===== config.mk =====
export PLATFORM = sky130hd
export DESIGN_NAME = gll_top
export DESIGN_NICKNAME = d
export VERILOG_FILES = /design/src/gll_pkg.sv /design/src/gll_nib_if.sv /design/src/gll_top.sv /design/src/gll_nibble.sv
export VERILOG_INCLUDE_DIRS = /design/src /design/src/src
export SDC_FILE = /design/constraint.sdc
export NUM_CORES = 1
export LEC_CHECK = 0
export ABC_AREA = 1
export BUFFER_PORTS_ARGS = -buffer_cell sky130_fd_sc_hd__buf_2
export CAP_MARGIN = 30
export CORE_MARGIN = 4
export CORE_UTILIZATION = 48
export CTS_CLUSTER_SIZE = 24
export DETAILED_ROUTE_END_ITERATION = 7
export PLACE_DENSITY = 0.76
export SLEW_MARGIN = 25
export SYNTH_ARGS = -nofsm -noshare
export SYNTH_HDL_FRONTEND = slang
export SYNTH_SLANG_ARGS = --single-unit

===== constraint.sdc =====
create_clock -name clk -period 3.75 [get_ports clk]
set_input_delay 0.375 -clock clk [delete_from_list [all_inputs] [get_ports clk]]
set_output_delay 0.375 -clock clk [all_outputs]
set_load 0.03 [all_outputs]

===== src/gll_defs.svh =====
`ifndef GLL_DEFS_SVH
`define GLL_DEFS_SVH

// ----------------------------------------------------------------
// register offsets
// ----------------------------------------------------------------
`define GLL_ADDR_UPPER_MODE 8'h20
`define GLL_ADDR_LOWER_MODE 8'h21
`define GLL_ADDR_UPPER_TWO 8'h22
`define GLL_ADDR_LOWER_TWO 8'h23
`define GLL_ADDR_UPPER_THREE 8'h24
`define GLL_ADDR_UPPER_DUAL_A 8'h25
`define GLL_ADDR_UPPER_DUAL_B 8'h26
`define GLL_ADDR_UPPER_HI_THREE 8'h27
`define GLL_ADDR_LOWER_THREE 8'h28
`define GLL_ADDR_LOWER_DUAL_A 8'h29
`define GLL_ADDR_LOWER_DUAL_B 8'h2A
`define GLL_ADDR_LOWER_HI_THREE 8'h2B

// ----------------------------------------------------------------
// fields and reset values
// ----------------------------------------------------------------
`define GLL_RESET_BYTE 8'h00
`define GLL_RESET_WORD 16'h0000
`define GLL_MODE_WMASK 8'h33
`define GLL_HI_MSB 5
`define GLL_HI_LSB 4
`define GLL_LO_MSB 1
`define GLL_LO_LSB 0
`define GLL_TWO_HI_MSB 7
`define GLL_TWO_HI_LSB 4
`define GLL_TWO_LO_MSB 3
`define GLL_TWO_LO_LSB 0
`define GLL_MODE_GPIO 2'h0
`define GLL_MODE_TWO 2'h1
`define GLL_MODE_THREE 2'h2
`define GLL_MODE_DUAL 2'h3
`define GLL_BIT_TWO 2
`define GLL_BIT_THREE 3
`define GLL_BIT_DUAL 4

`endif


===== src/gll_pkg.sv =====
`include "gll_defs.svh"

package gll_pkg;

  typedef enum logic [1:0] {
    GLL_GPIO = `GLL_MODE_GPIO,
    GLL_TWO = `GLL_MODE_TWO,
    GLL_THREE = `GLL_MODE_THREE,
    GLL_DUAL = `GLL_MODE_DUAL
  } gll_mode_t;

  typedef logic [7:0] gll_byte_t;

  // ----------------------------------------------------------------
  // table lookups
  // ----------------------------------------------------------------
  function automatic logic gll_lut2(input logic [3:0] tab, input logic [1:0] idx);
    gll_lut2 = tab[idx];
  endfunction : gll_lut2

  function automatic logic gll_lut3(input logic [7:0] tab, input logic [2:0] idx);
    gll_lut3 = tab[idx];
  endfunction : gll_lut3

endpackage : gll_pkg


===== src/gll_nib_if.sv =====
`timescale 1ns/100ps
`default_nettype none

interface gll_nib_if;
  gll_pkg::gll_mode_t mode;
  logic [3:0] pins;
  logic [3:0] tab_two;
  logic [7:0] tab_three;
  logic [7:0] tab_dual_a;
  logic [7:0] tab_dual_b;
  logic [4:0] drv;
  logic [4:0] val;

  modport engine (
    input mode, pins, tab_two, tab_three, tab_dual_a, tab_dual_b,
    output drv, val
  );
  modport ctrl (
    output mode, pins, tab_two, tab_three, tab_dual_a, tab_dual_b,
    input drv, val
  );
endinterface : gll_nib_if

`default_nettype wire


===== src/gll_top.sv =====
`timescale 1ns/100ps
`default_nettype none

`include "gll_defs.svh"

module gll_top (
  // clock and reset
  input wire logic clk,
  input wire logic rst,
  // register port
  input wire logic [7:0] reg_addr,
  input wire logic reg_wr,
  input wire logic reg_rd,
  input wire logic [7:0] reg_wdata,
  output logic [7:0] reg_rdata,
  output logic reg_rvalid,
  output logic reg_hit,
  // plain gpio settings from the rest of the device
  input wire logic [15:0] gpio_data,
  input wire logic [15:0] gpio_oe,
  // pins
  input wire logic [15:0] io_in,
  output logic [15:0] io_out,
  output logic [15:0] io_oe,
  // status
  output logic [15:0] lookup_active
);

  // ----------------------------------------------------------------
  // registers
  // ----------------------------------------------------------------
  gll_pkg::gll_byte_t upper_lookup_mode_q;
  gll_pkg::gll_byte_t lower_lookup_mode_q;
  gll_pkg::gll_byte_t upper_two_input_truth_table_q;
  gll_pkg::gll_byte_t lower_two_input_truth_table_q;
  gll_pkg::gll_byte_t upper_three_input_truth_table_q;
  gll_pkg::gll_byte_t upper_dual_output_table_first_q;
  gll_pkg::gll_byte_t upper_dual_output_table_second_q;
  gll_pkg::gll_byte_t upper_high_three_input_table_q;
  gll_pkg::gll_byte_t lower_three_input_truth_table_q;
  gll_pkg::gll_byte_t lower_dual_output_table_first_q;
  gll_pkg::gll_byte_t lower_dual_output_table_second_q;
  gll_pkg::gll_byte_t lower_high_three_input_table_q;
  logic [7:0] rdata_d;
  logic hit_d;
  logic [7:0] reg_rdata_q;
  logic reg_rvalid_q;
  logic [15:0] io_out_q;
  logic [15:0] io_oe_q;
  logic [15:0] io_out_d;
  logic [15:0] io_oe_d;
  logic [15:0] look_drv;
  logic [15:0] look_val;
  logic [15:0] lookup_active_q;

  function automatic logic wr_at(input logic [7:0] addr);
    wr_at = reg_wr && (reg_addr == addr);
  endfunction : wr_at

  always_ff @(posedge clk or posedge rst) begin
    if (rst) begin
      upper_lookup_mode_q <= `GLL_RESET_BYTE;
    end else if (wr_at(`GLL_ADDR_UPPER_MODE)) begin
      upper_lookup_mode_q <= reg_wdata & `GLL_MODE_WMASK;
    end
  end

  always_ff @(posedge clk or posedge rst) begin
    if (rst) begin
      lower_lookup_mode_q <= `GLL_RESET_BYTE;
    end else if (wr_at(`GLL_ADDR_LOWER_MODE)) begin
      lower_lookup_mode_q <= reg_wdata & `GLL_MODE_WMASK;
    end
  end

  always_ff @(posedge clk or posedge rst) begin
    if (rst) begin
      upper_two_input_truth_table_q <= `GLL_RESET_BYTE;
    end else if (wr_at(`GLL_ADDR_UPPER_TWO)) begin
      upper_two_input_truth_table_q <= reg_wdata;
    end
  end

  always_ff @(posedge clk or posedge rst) begin
    if (rst) begin
      lower_two_input_truth_table_q <= `GLL_RESET_BYTE;
    end else if (wr_at(`GLL_ADDR_LOWER_TWO)) begin
      lower_two_input_truth_table_q <= reg_wdata;
    end
  end

  always_ff @(posedge clk or posedge rst) begin
    if (rst) begin
      upper_three_input_truth_table_q <= `GLL_RESET_BYTE;
    end else if (wr_at(`GLL_ADDR_UPPER_THREE)) begin
      upper_three_input_truth_table_q <= reg_wdata;
    end
  end

  always_ff @(posedge clk or posedge rst) begin
    if (rst) begin
      upper_dual_output_table_first_q <= `GLL_RESET_BYTE;
    end else if (wr_at(`GLL_ADDR_UPPER_DUAL_A)) begin
      upper_dual_output_table_first_q <= reg_wdata;
    end
  end

  always_ff @(posedge clk or posedge rst) begin
    if (rst) begin
      upper_dual_output_table_second_q <= `GLL_RESET_BYTE;
    end else if (wr_at(`GLL_ADDR_UPPER_DUAL_B)) begin
      upper_dual_output_table_second_q <= reg_wdata;
    end
  end

  always_ff @(posedge clk or posedge rst) begin
    if (rst) begin
      upper_high_three_input_table_q <= `GLL_RESET_BYTE;
    end else if (wr_at(`GLL_ADDR_UPPER_HI_THREE)) begin
      upper_high_three_input_table_q <= reg_wdata;
    end
  end

  always_ff @(posedge clk or posedge rst) begin
    if (rst) begin
      lower_three_input_truth_table_q <= `GLL_RESET_BYTE;
    end else if (wr_at(`GLL_ADDR_LOWER_THREE)) begin
      lower_three_input_truth_table_q <= reg_wdata;
    end
  end

  always_ff @(posedge clk or posedge rst) begin
    if (rst) begin
      lower_dual_output_table_first_q <= `GLL_RESET_BYTE;
    end else if (wr_at(`GLL_ADDR_LOWER_DUAL_A)) begin
      lower_dual_output_table_first_q <= reg_wdata;
    end
  end

  always_ff @(posedge clk or posedge rst) begin
    if (rst) begin
      lower_dual_output_table_second_q <= `GLL_RESET_BYTE;
    end else if (wr_at(`GLL_ADDR_LOWER_DUAL_B)) begin
      lower_dual_output_table_second_q <= reg_wdata;
    end
  end

  always_ff @(posedge clk or posedge rst) begin
    if (rst) begin
      lower_high_three_input_table_q <= `GLL_RESET_BYTE;
    end else if (wr_at(`GLL_ADDR_LOWER_HI_THREE)) begin
      lower_high_three_input_table_q <= reg_wdata;
    end
  end

  // ----------------------------------------------------------------
  // read path
  // ----------------------------------------------------------------
  always_comb begin
    rdata_d = 8'h00;
    hit_d = 1'b1;
    case (reg_addr)
      `GLL_ADDR_UPPER_MODE: rdata_d = upper_lookup_mode_q;
      `GLL_ADDR_LOWER_MODE: rdata_d = lower_lookup_mode_q;
      `GLL_ADDR_UPPER_TWO: rdata_d = upper_two_input_truth_table_q;
      `GLL_ADDR_LOWER_TWO: rdata_d = lower_two_input_truth_table_q;
      `GLL_ADDR_UPPER_THREE: rdata_d = upper_three_input_truth_table_q;
      `GLL_ADDR_UPPER_DUAL_A: rdata_d = upper_dual_output_table_first_q;
      `GLL_ADDR_UPPER_DUAL_B: rdata_d = upper_dual_output_table_second_q;
      `GLL_ADDR_UPPER_HI_THREE: rdata_d = upper_high_three_input_table_q;
      `GLL_ADDR_LOWER_THREE: rdata_d = lower_three_input_truth_table_q;
      `GLL_ADDR_LOWER_DUAL_A: rdata_d = lower_dual_output_table_first_q;
      `GLL_ADDR_LOWER_DUAL_B: rdata_d = lower_dual_output_table_second_q;
      `GLL_ADDR_LOWER_HI_THREE: rdata_d = lower_high_three_input_table_q;
      default: begin
        rdata_d = 8'h00;
        hit_d = 1'b0;
      end
    endcase
  end

  assign reg_hit = hit_d;

  always_ff @(posedge clk or posedge rst) begin
    if (rst) begin
      reg_rdata_q <= `GLL_RESET_BYTE;
      reg_rvalid_q <= 1'b0;
    end else begin
      reg_rvalid_q <= reg_rd;
      if (reg_rd) begin
        reg_rdata_q <= rdata_d;
      end
    end
  end

  assign reg_rdata = reg_rdata_q;
  assign reg_rvalid = reg_rvalid_q;

  // ----------------------------------------------------------------
  // mode decode, the reserved high field code 3 falls back to gpio
  // ----------------------------------------------------------------
  function automatic gll_pkg::gll_mode_t high_mode(input logic [1:0] f);
    if (f == `GLL_MODE_DUAL) begin
      high_mode = gll_pkg::GLL_GPIO;
    end else begin
      high_mode = gll_pkg::gll_mode_t'(f);
    end
  endfunction : high_mode

  gll_nib_if u_hi ();
  gll_nib_if u_lo ();
  gll_nib_if l_hi ();
  gll_nib_if l_lo ();

  // upper bank, high nibble I/O[15:12]
  assign u_hi.mode = high_mode(upper_lookup_mode_q[`GLL_HI_MSB:`GLL_HI_LSB]);
  assign u_hi.pins = io_in[15:12];
  assign u_hi.tab_two = upper_two_input_truth_table_q[`GLL_TWO_HI_MSB:`GLL_TWO_HI_LSB];
  assign u_hi.tab_three = upper_high_three_input_table_q;
  assign u_hi.tab_dual_a = 8'h00;
  assign u_hi.tab_dual_b = 8'h00;

  // upper bank, low nibble I/O[11:8]
  assign u_lo.mode = gll_pkg::gll_mode_t'(upper_lookup_mode_q[`GLL_LO_MSB:`GLL_LO_LSB]);
  assign u_lo.pins = io_in[11:8];
  assign u_lo.tab_two = upper_two_input_truth_table_q[`GLL_TWO_LO_MSB:`GLL_TWO_LO_LSB];
  assign u_lo.tab_three = upper_three_input_truth_table_q;
  assign u_lo.tab_dual_a = upper_dual_output_table_first_q;
  assign u_lo.tab_dual_b = upper_dual_output_table_second_q;

  // lower bank, high nibble I/O[7:4]
  assign l_hi.mode = high_mode(lower_lookup_mode_q[`GLL_HI_MSB:`GLL_HI_LSB]);
  assign l_hi.pins = io_in[7:4];
  assign l_hi.tab_two = lower_two_input_truth_table_q[`GLL_TWO_HI_MSB:`GLL_TWO_HI_LSB];
  assign l_hi.tab_three = lower_high_three_input_table_q;
  assign l_hi.tab_dual_a = 8'h00;
  assign l_hi.tab_dual_b = 8'h00;

  // lower bank, low nibble I/O[3:0]
  assign l_lo.mode = gll_pkg::gll_mode_t'(lower_lookup_mode_q[`GLL_LO_MSB:`GLL_LO_LSB]);
  assign l_lo.pins = io_in[3:0];
  assign l_lo.tab_two = lower_two_input_truth_table_q[`GLL_TWO_LO_MSB:`GLL_TWO_LO_LSB];
  assign l_lo.tab_three = lower_three_input_truth_table_q;
  assign l_lo.tab_dual_a = lower_dual_output_table_first_q;
  assign l_lo.tab_dual_b = lower_dual_output_table_second_q;

  gll_nibble u_nib_uhi (
    .nib(u_hi.engine)
  );

  gll_nibble u_nib_ulo (
    .nib(u_lo.engine)
  );

  gll_nibble u_nib_lhi (
    .nib(l_hi.engine)
  );

  gll_nibble u_nib_llo (
    .nib(l_lo.engine)
  );

  // ----------------------------------------------------------------
  // merge; the dual mode of a low nibble reaches into the next nibble
  // ----------------------------------------------------------------
  assign look_drv = {u_hi.drv[3:0], 4'h0, l_hi.drv[3:0], 4'h0}
                  | {3'h0, u_lo.drv, 3'h0, l_lo.drv};
  assign look_val = {u_hi.val[3:0], 4'h0, l_hi.val[3:0], 4'h0}
                  | {3'h0, u_lo.val, 3'h0, l_lo.val};

  always_comb begin
    io_out_d = gpio_data;
    io_oe_d = gpio_oe;
    for (int i = 0; i < 16; i++) begin
      if (look_drv[i]) begin
        io_out_d[i] = look_val[i];
        io_oe_d[i] = 1'b1;
      end
    end
  end

  always_ff @(posedge clk or posedge rst) begin
    if (rst) begin
      io_out_q <= `GLL_RESET_WORD;
      io_oe_q <= `GLL_RESET_WORD;
    end else begin
      io_out_q <= io_out_d;
      io_oe_q <= io_oe_d;
    end
  end

  always_ff @(posedge clk or posedge rst) begin
    if (rst) begin
      lookup_active_q <= `GLL_RESET_WORD;
    end else begin
      lookup_active_q <= look_drv;
    end
  end

  assign io_out = io_out_q;
  assign io_oe = io_oe_q;
  assign lookup_active = lookup_active_q;

endmodule : gll_top

`default_nettype wire


===== src/gll_nibble.sv =====
`timescale 1ns/100ps
`default_nettype none

`include "gll_defs.svh"

module gll_nibble (
  gll_nib_if.engine nib
);

  // ----------------------------------------------------------------
  // per-nibble lookup engine
  // ----------------------------------------------------------------
  always_comb begin
    nib.drv = 5'h00;
    nib.val = 5'h00;
    case (nib.mode)
      gll_pkg::GLL_TWO: begin
        nib.drv[`GLL_BIT_TWO] = 1'b1;
        nib.val[`GLL_BIT_TWO] = gll_pkg::gll_lut2(nib.tab_two, nib.pins[1:0]);
      end
      gll_pkg::GLL_THREE: begin
        nib.drv[`GLL_BIT_THREE] = 1'b1;
        nib.val[`GLL_BIT_THREE] = gll_pkg::gll_lut3(nib.tab_three, nib.pins[2:0]);
      end
      gll_pkg::GLL_DUAL: begin
        nib.drv[`GLL_BIT_THREE] = 1'b1;
        nib.drv[`GLL_BIT_DUAL] = 1'b1;
        nib.val[`GLL_BIT_THREE] = gll_pkg::gll_lut3(nib.tab_dual_a, nib.pins[2:0]);
        nib.val[`GLL_BIT_DUAL] = gll_pkg::gll_lut3(nib.tab_dual_b, nib.pins[2:0]);
      end
      default: begin
        nib.drv = 5'h00;
        nib.val = 5'h00;
      end
    endcase
  end

endmodule : gll_nibble

`default_nettype wire


Yosys cells after proc, flatten, opt, wreduce, memory -nomap -nowiden. Memories as Yosys holds them, arrays and structs flattened. Cells that the tools add are included. W data, S select, Z words.

Word-level logic and storage cells: 154. RAM bits: 0. Bits in registers: 145. Memories kept: 2. Latch bits: 0. Output and inout port bits: 58. ROM bits: 16. Input bits: 68.

Memories: (no name shown) (words 8, width 1, read ports 1, clocked after memory_dff 0, write ports 0, RTL line gll_pkg.sv:22) `gll_lut3 = tab[idx];`; (no name shown) (words 8, width 1, read ports 1, clocked after memory_dff 0, write ports 0, RTL line gll_pkg.sv:22).

Shifts and indexed selects: 0. Reductions and logical operators: 17. Multiplexer cells: 82. Divide/modulo/power cells: 0. Add/sub/neg operators: 0. Order comparisons: 8. Multipliers: 0. Bitwise operators: 2. Equality and inequality tests: 26.

Operator list (number): $eq A8 B6 Y1 const B (12); $pmux W8 S12 (1); $mux W1 (63); $or A16 B13 Y16 (2); $bmux W1 S3 (8); $eq A2 B2 Y1 const B (10); $lt A3 B4 Y1 const B (4); $logic_and A1 B1 Y1 (12); $lt A2 B3 Y1 const B (4); $reduce_or A12 Y1 (1); $bmux W1 S2 (4); $eq A2 B1 Y1 const B (4); $pmux W1 S2 (4); $reduce_or A2 Y1 (4); $mux W2 (2).

Longest topological paths before layout. Gate-level depths: netlist of run 1.

Depth after elaboration: 7. Mapped depth: 11. Mapped depth without buffers: 11.

Hierarchy. A second synthesis of run 1 with hierarchy kept.

Cell total of the unflattened synthesis: 999. Area total of the unflattened synthesis: 7860.0 um^2.

Modules (own cells, without submodules): gll_top (cells an instance 655, instances 1, area each 6303.5 um^2, seq. area each 3628.5 um^2); gll_nibble (cells an instance 86, instances 4, area each 389.1 um^2, seq. area each 0.0 um^2).

Least setup slack after synthesis of run 1. No wires, ideal clock.

Kind: input-to-output. Start: input reg_addr[4]. End: output reg_hit. Data arrival time: 1.523 ns. Cell stages on the path: 8. Path slack: 1.852 ns. Required time: 3.375 ns. Path buffers: 2. Cells stage by stage: inv_1 -> nand2_1 -> nor2_8 -> buf_6 -> buf_2 -> o21ai_0 -> nand4_1 -> nand3b_1.

Cells in the longest elaborated chain, start to end: 3. Elaborated cells between the ends (all ways): 14. Classes of those cells: 12 x eq/ne; 1 x mux; 1 x reduce/logical.

RTL lines: start, declared (RTL line gll_top.sv:11) `input wire logic [7:0] reg_addr,`; $eq A8 B6 Y1 (RTL line gll_top.sv:162) `case (reg_addr)`; $reduce_or A12 Y1 (no line) *; $mux W1 * (RTL line gll_top.sv:162); end, declared (RTL line gll_top.sv:17) `output logic reg_hit,`.

Mark *: on every way between the ends. The rest lies on a longest branch, timed or not.

Final worst setup path of run 1. Same ends and word-level chain as after synthesis.

==> out/qor.yml, run 1 <==
powerDensity_nw_per_um2: 465.6
status: "complete, no violations"
hold_viol: 0
place_congestion: 0.9140
cp.required_ns: 3.38
grtUsageTotal_pct: 22.62
drtPass1Iterations: 6
slew_viol_final: 0
rsz0062_at_grt: "false"
p_comb_share_pct: 9.0
cts_tree: "yes"
async_reset_ff_share_pct: 100.0
fin_tns_setup_ns: 0
dieArea_um2: 15460
cts_sinks: 139
topRoutingLayerUsed: "met4"
drc: 0
timing.rr.end: "reg_rdata[6]"
wl_met1_um: 7601
synth_warnings: 0
syn_to_final_growth_pct: 18.89
crit_arrival_ns: 1.96
numCtsBuffers: 17
hold_path_class: "input pin to flop"
max_slew_margin_pct: 47.08
r2r_cells: 6
clock_tree.root_cell: "clkbuf_16"
crit_type: "input pin to primary output"
postRouteAntennaNets: 0
p_switching_w: 0.0008795
viasPerCell: 5.372
die_w_um: 124.4
pwr-share-clk_pct: 46.1
synth.distinct_cells: 27
hold_buffers: 0
clk_latency_ns: 0.42
synth_cells: 794
num_rows: 42
grt_pass1_wl_um: 27920
syn_avg_cell_area_um2: 8.185
antenna_found_initial: 0
endpoint_kind: "primary output"
drt_iter0_drc: 555
cts_buffer_depth: 2
cts_resized: 0
min_period_over_period_pct: 62.31
core_um2: 13240
whs_ns: 0.05520
cts_setup_buffers: 0
critPathMaxFanout: 45
synth_ff_type: "dfrtp_1"
ys_seq_elements: 139
wl_met3_um: 1474
rrSetupSlack_ns: 2.60
grt_pass1_vias: 5520
start_kind: "input pin"
finalSetupViolCount: 0
fin_crit_ns: 2.337
hpwlAfterDp_um: 11790
swShare_pct: 24.45
routed_wl_um: 17190
crit_end: "reg_hit"
diodes: 0
grt_max_degree: 104
fp.dieH_um: 124.4
num_vias: 5823
pwr-share-seq_pct: 45.0
drv_cap: 0
grt_overflow: 0
ir_drop_mv: 0.2790
wl_per_cell_um: 15.86
p_int_w: 0.002718
synth-edff-count: 0
nets: 965
h-tree-depth: 4
reg2reg_from: "u_lo.tab_dual_a[6]"
start_util_pct: 49.07
io_pins: 126
clk_pin_slew_ns: 0.06
netlist_area_um2: 6499
cp-startpoint: "reg_addr[4]"
max_freq_mhz: 428.0
drive_gt1_share_pct: 19.82
p_leak_nw: 3.950
synth.yosys.seq_area_share_pct: 53.52
finClkSkew_ns: 0.007905
port-buffer-count: 115
wl_met2_um: 7611
worst_pin_slew_ns: 0.7921
-- cells in the mapped netlist, types with 2 or more instances --
| cell type | count | area share [%] |
|---|---|---|
| o21ai_0 | 126 | 9.7 |
| dfrtp_1 | 139 | 54 |
| o211ai_1 | 6 | 0.69 |
| nand3_2 | 9 | 1.4 |
| buf_6 | 2 | 0.35 |
| nand3_1 | 101 | 7.8 |
| buf_4 | 11 | 1.3 |
| inv_1 | 42 | 2.4 |
| clkbuf_1 | 18 | 1.0 |
| buf_2 | 8 | 0.62 |
| nand2_2 | 3 | 0.29 |
| o22ai_1 | 4 | 0.38 |
| a21oi_1 | 4 | 0.31 |
| o21ai_1 | 5 | 0.38 |
| a31oi_1 | 4 | 0.38 |
| o31ai_1 | 2 | 0.23 |
| o221ai_1 | 2 | 0.27 |
| nor2_1 | 78 | 4.5 |
| or2_2 | 10 | 0.96 |
| nand2_1 | 205 | 12 |
| nor2_2 | 9 | 0.87 |
-- layout by cell type (no fill, tap or decap), drive strengths merged --
cell type	count
dfrtp	139
nand3b	1
a21oi	4
o31ai	2
nand2	208
or2	10
nand4	1
o21a	1
o22ai	4
nor2	88
clkbuf	23
o211ai	6
nor4	1
clkinv	5
nand3	110
buf	118
bufinv	2
a31oi	4
conb	6
o221ai	2
inv	41
o21ai	131
clkinvlp	1
-- how the worst min path moves through the flow --
stage                      start           end  slack, ns  cells after the start
floorplan             gpio_oe[0]      io_oe[0]       0.41                      0
global placement    reg_rdata[3]  reg_rdata[3]       0.46                      2
detailed placement  reg_rdata[6]  reg_rdata[6]       0.46                      2
CTS                   gpio_oe[1]      io_oe[1]       0.04                      1
global route        gpio_data[9]     io_out[9]       0.05                      1
finish              gpio_data[8]     io_out[8]       0.06                      1
-- power by group through the flow --
stage               registers (W)  logic (W)  clock network [W]
floorplan                 0.00167   0.000171                  0
global placement          0.00164   0.000315                  0
detailed placement        0.00164   0.000322                  0
CTS                       0.00162   0.000324            0.00168
global route              0.00162   0.000361            0.00174
finish                    0.00162   0.000322            0.00166
-- routing by layer --
layer,vias to the layer above,track usage (%)
met5,-,0
met4,0,9.671
met3,47,5.961
met2,273,33.43
met1,2680,31.63
li1,2823,-
-- stage by stage --
step                cells  instance area (um2)  power, W  setup slack (ns)  util [%]
floorplan             799                 6521  0.001846             1.640         -
global placement     1054                 7139  0.001954             1.460     53.91
detailed placement   1054                 7139  0.001963             1.434     53.91
CTS                  1084                 7726  0.003617             1.427     58.34
global route         1084                 7726  0.003726             1.256     58.34
finish               1084                 7726  0.003598             1.413     58.34
-- critical path, cell delays in order --
cell      delay [ns]
buf_2           0.10
inv_1           0.04
nand2_1         0.14
nor2_8          0.51
nand2_1         0.18
inv_1           0.18
nor2_1          0.07
nand3b_1        0.14
buf_2           0.22
-- flip-flops by register name (all words and copies together), names as in the netlist --
name and count:
upper_two_input_truth_table_q 8, lower_two_input_truth_table_q 8, reg_rdata 8, reg_rvalid 1, lower_lookup_mode_q 4, lookup_active 10
l_lo.tab_dual_a 8, l_lo.tab_dual_b 8, io_out 16, io_oe 16, u_lo.tab_dual_b 8, u_hi.tab_three 8
l_lo.tab_three 8, u_lo.tab_dual_a 8, upper_lookup_mode_q 4, l_hi.tab_three 8, u_lo.tab_three 8
-- area by class of cell --
cell class / instances / area [um2]
Multi-Input combinational cell: 579 / 2669
Tap cell: 176 / 220.2
Sequential cell: 139 / 3478
Clock buffer: 23 / 498.0
Inverter: 42 / 161.4
Timing Repair Buffer: 118 / 610.6
Fill cell: 1224 / 5517
Clock inverter: 7 / 88.84
-- logic make-up (layout without fill, tap and decap cells) --
family / after synthesis / after routing / share of synthesized area [%]
simple gates: 419 / 419 / 28.24
compound gates: 154 / 154 / 12.48
flops: 139 / 139 / 53.52
buf+inv: 81 / 190 / 5.699
other cells: 1 / 6 / 0.05770
Note: power is estimated with default switching activity, not from simulation.
==> run 2, diff against run 1 <==
ABC_AREA = 0   (was 1)
PLACE_DENSITY = 0.73   (was 0.76)
clock period = 2.42 ns   (was 3.75 ns; I/O delays follow)
==> run 2 against run 1 <==
Effect of this change:
- count of clock-buffer cells in the layout shrank 4
- worst hold slack lost 0.036 ns
- synthesized area grew 3.1%
- power grew 63%
- clock skew shrank 0.0025 ns
- register-to-register slack lost 1.8 ns
- highest routed layer unchanged
==> out/qor.yml, run 2 <==
max_freq_mhz: 588.4
crit_slowest_cell: "nor4b_4"
layout_common_cells: "139 x dfrtp_1, 115 x buf_2, 97 x mux2_2"
max_slew_margin_pct: 55.49
critPathMaxFanout: 8
syn_to_final_growth_pct: 23.31
h-tree-depth: 4
hold_viol: 0
worst_pin_slew_ns: 0.6677
postRouteAntennaNets: 0
io_pins: 126
worst_slack_ns: 0.7204
layout_commonest_cell: "dfrtp_1"
hold_path_class: "input pin to flop"
dp_slack_ns: 0.2906
antenna_found_initial: 0
cts_sinks: 139
met2_usage_pct: 37.53
ir_drop_mv: 0.5066
synth_common_cells: "139 x dfrtp_1, 97 x mux2_2, 21 x mux4_2"
netlist_area_um2: 6699
clk_pin_slew_ns: 0.05
fin_total_pwr_w: 0.005874
slew_viol_final: 0
routed_wl_um: 18680
powerDensity_nw_per_um2: 711.1
p_leak_nw: 3.924
grt_pass1_vias: 5121
core_um2: 13450
cp.required_ns: 2.72
wl_per_cell_um: 22.48
num_rows: 42
grt_max_degree: 108
cp_top_family: "simple AND/OR/NAND/NOR gates"
synth-edff-count: 0
nets: 710
critical-path-max-stage-delay_ns: 0.47
fin_crit_ns: 1.700
pwr-share-clk_pct: 46.1
finClkSkew_ns: 0.005367
diodes: 0
async_reset_ff_share_pct: 100.0
synth.yosys.seq_area_share_pct: 51.92
p_switching_w: 0.001438
path_buf_inv: 1
grt_overflow: 0
synth_area_leaders: "dfrtp_1 52%, mux2_2 16%, mux4_2 7.1%, mux2i_1 1.6%, nand3b_1 1.5%"
p_int_w: 0.004436
place_congestion: 0.9427
start_util_pct: 49.80
min_period_over_period_pct: 70.23
drt_iter0_drc: 526
hpwlAfterDp_um: 13290
num_vias: 4882
numCtsBuffers: 17
drtPass1Iterations: 6
dieArea_um2: 15910
finalSetupViolCount: 0
synth_top_area_cell: "dfrtp_1"
use_met3_pct: 5.970
fp.dieH_um: 126.1
synth_cells: 511
port-buffer-count: 115
pwr-share-seq_pct: 42.9
synth_ff_type: "dfrtp_1"
syn_avg_cell_area_um2: 13.11
fillers: 1064
timing.critical_path.cells: "buf_2 > nor4b_4 > nand2_1 > nor2_2 > mux2_2"
whs_ns: 0.01895
fin_tns_setup_ns: 0
start_kind: "input pin"
viasPerCell: 5.875
crit_arrival_ns: 2.00
grt_pass1_wl_um: 29450
synth_most_common_cell: "dfrtp_1"
grtUsageTotal_pct: 24.23
die_w_um: 126.1
clk_latency_ns: 0.42
synth_warnings: 0
drv_cap: 0
grt_busiest_layer: "met2"
cts_buffer_depth: 2
p_comb_share_pct: 10.9
crit_type: "input pin to flop"
endpoint_kind: "flop"
drc: 0
cts_tree: "yes"
status: "complete, no violations"
ys_seq_elements: 139
clock_tree.root_cell: "clkbuf_16"
swShare_pct: 24.49
synth.distinct_cells: 62
cts_resized: 0
synth_top_cell_area_share_pct: 51.92
rsz0062_at_grt: "false"
drive_gt1_share_pct: 47.18
met1_usage_pct: 32.50
==> run 2: cell type report <==
type                            instances  area (um2)  share of cell area [%]
Tap cell                              176       220.2                   2.666
Multi-Input combinational cell        320        2982                   36.10
Sequential cell                       139        3478                   42.11
Clock buffer                           19       442.9                   5.362
Inverter                               13       52.55                  0.6362
Clock inverter                         13       173.9                   2.105
Timing Repair Buffer                  151       910.9                   11.03
==> run 2: power groups by stage <==
stage               clock (W)  sequential, W  combinational (W)
floorplan                   0        0.00261           0.000329
global placement            0        0.00255           0.000603
detailed placement          0        0.00256           0.000615
CTS                   0.00275        0.00252           0.000643
global route          0.00286        0.00253           0.000690
finish                0.00271        0.00252           0.000643
==> run 2: worst paths after layout <==
check / startpoint / endpoint / slack [ns] / cells past startpoint
min in group asynchronous: rst / lookup_active[15] / 0.52 / 4
max reg2reg: l_lo.tab_three[0] / reg_rdata[0] / 0.82 / 4
max: reg_addr[4] / u_hi.tab_three[5] / 0.72 / 5
min reg2reg: lower_lookup_mode_q[5] / lookup_active[6] / 0.52 / 1
max in group asynchronous: rst / lookup_active[2] / 1.42 / 4
min: gpio_oe[2] / io_oe[2] / 0.02 / 2
==> run 2: metrics by stage <==
step                instances  cell area, um2  util [%]
finish                    831            8260     61.40
global route              831            8260     61.40
CTS                       831            8260     61.40
floorplan                 516            6721         -
global placement          778            7433     55.25
detailed placement        778            7433     55.25
==> run 2: cells by family (layout without fill, tap and decap cells) <==
| logic type | Yosys count | after routing | synth area share (%) |
|---|---|---|---|
| AND/OR/NAND/NOR | 112 | 112 | 11.02 |
| other | 1 | 6 | 0.05598 |
| flip-flops | 139 | 139 | 51.92 |
| multiplexers | 131 | 131 | 25.35 |
| AO/OA/AOI/OAI | 71 | 71 | 7.807 |
| buffers and inverters | 57 | 196 | 3.847 |
==> run 2: repair_timing <==
action	in CTS	in global routing
setup buffers	0	0
hold endpoints to repair	52	0
hold buffers	21	0
==> run 2: metal layers <==
metal  wire, um  vias up
li1           -     2159
met1       7753     2452
met2       8777      226
met3       1510       45
met4        641        0
met5          0        -
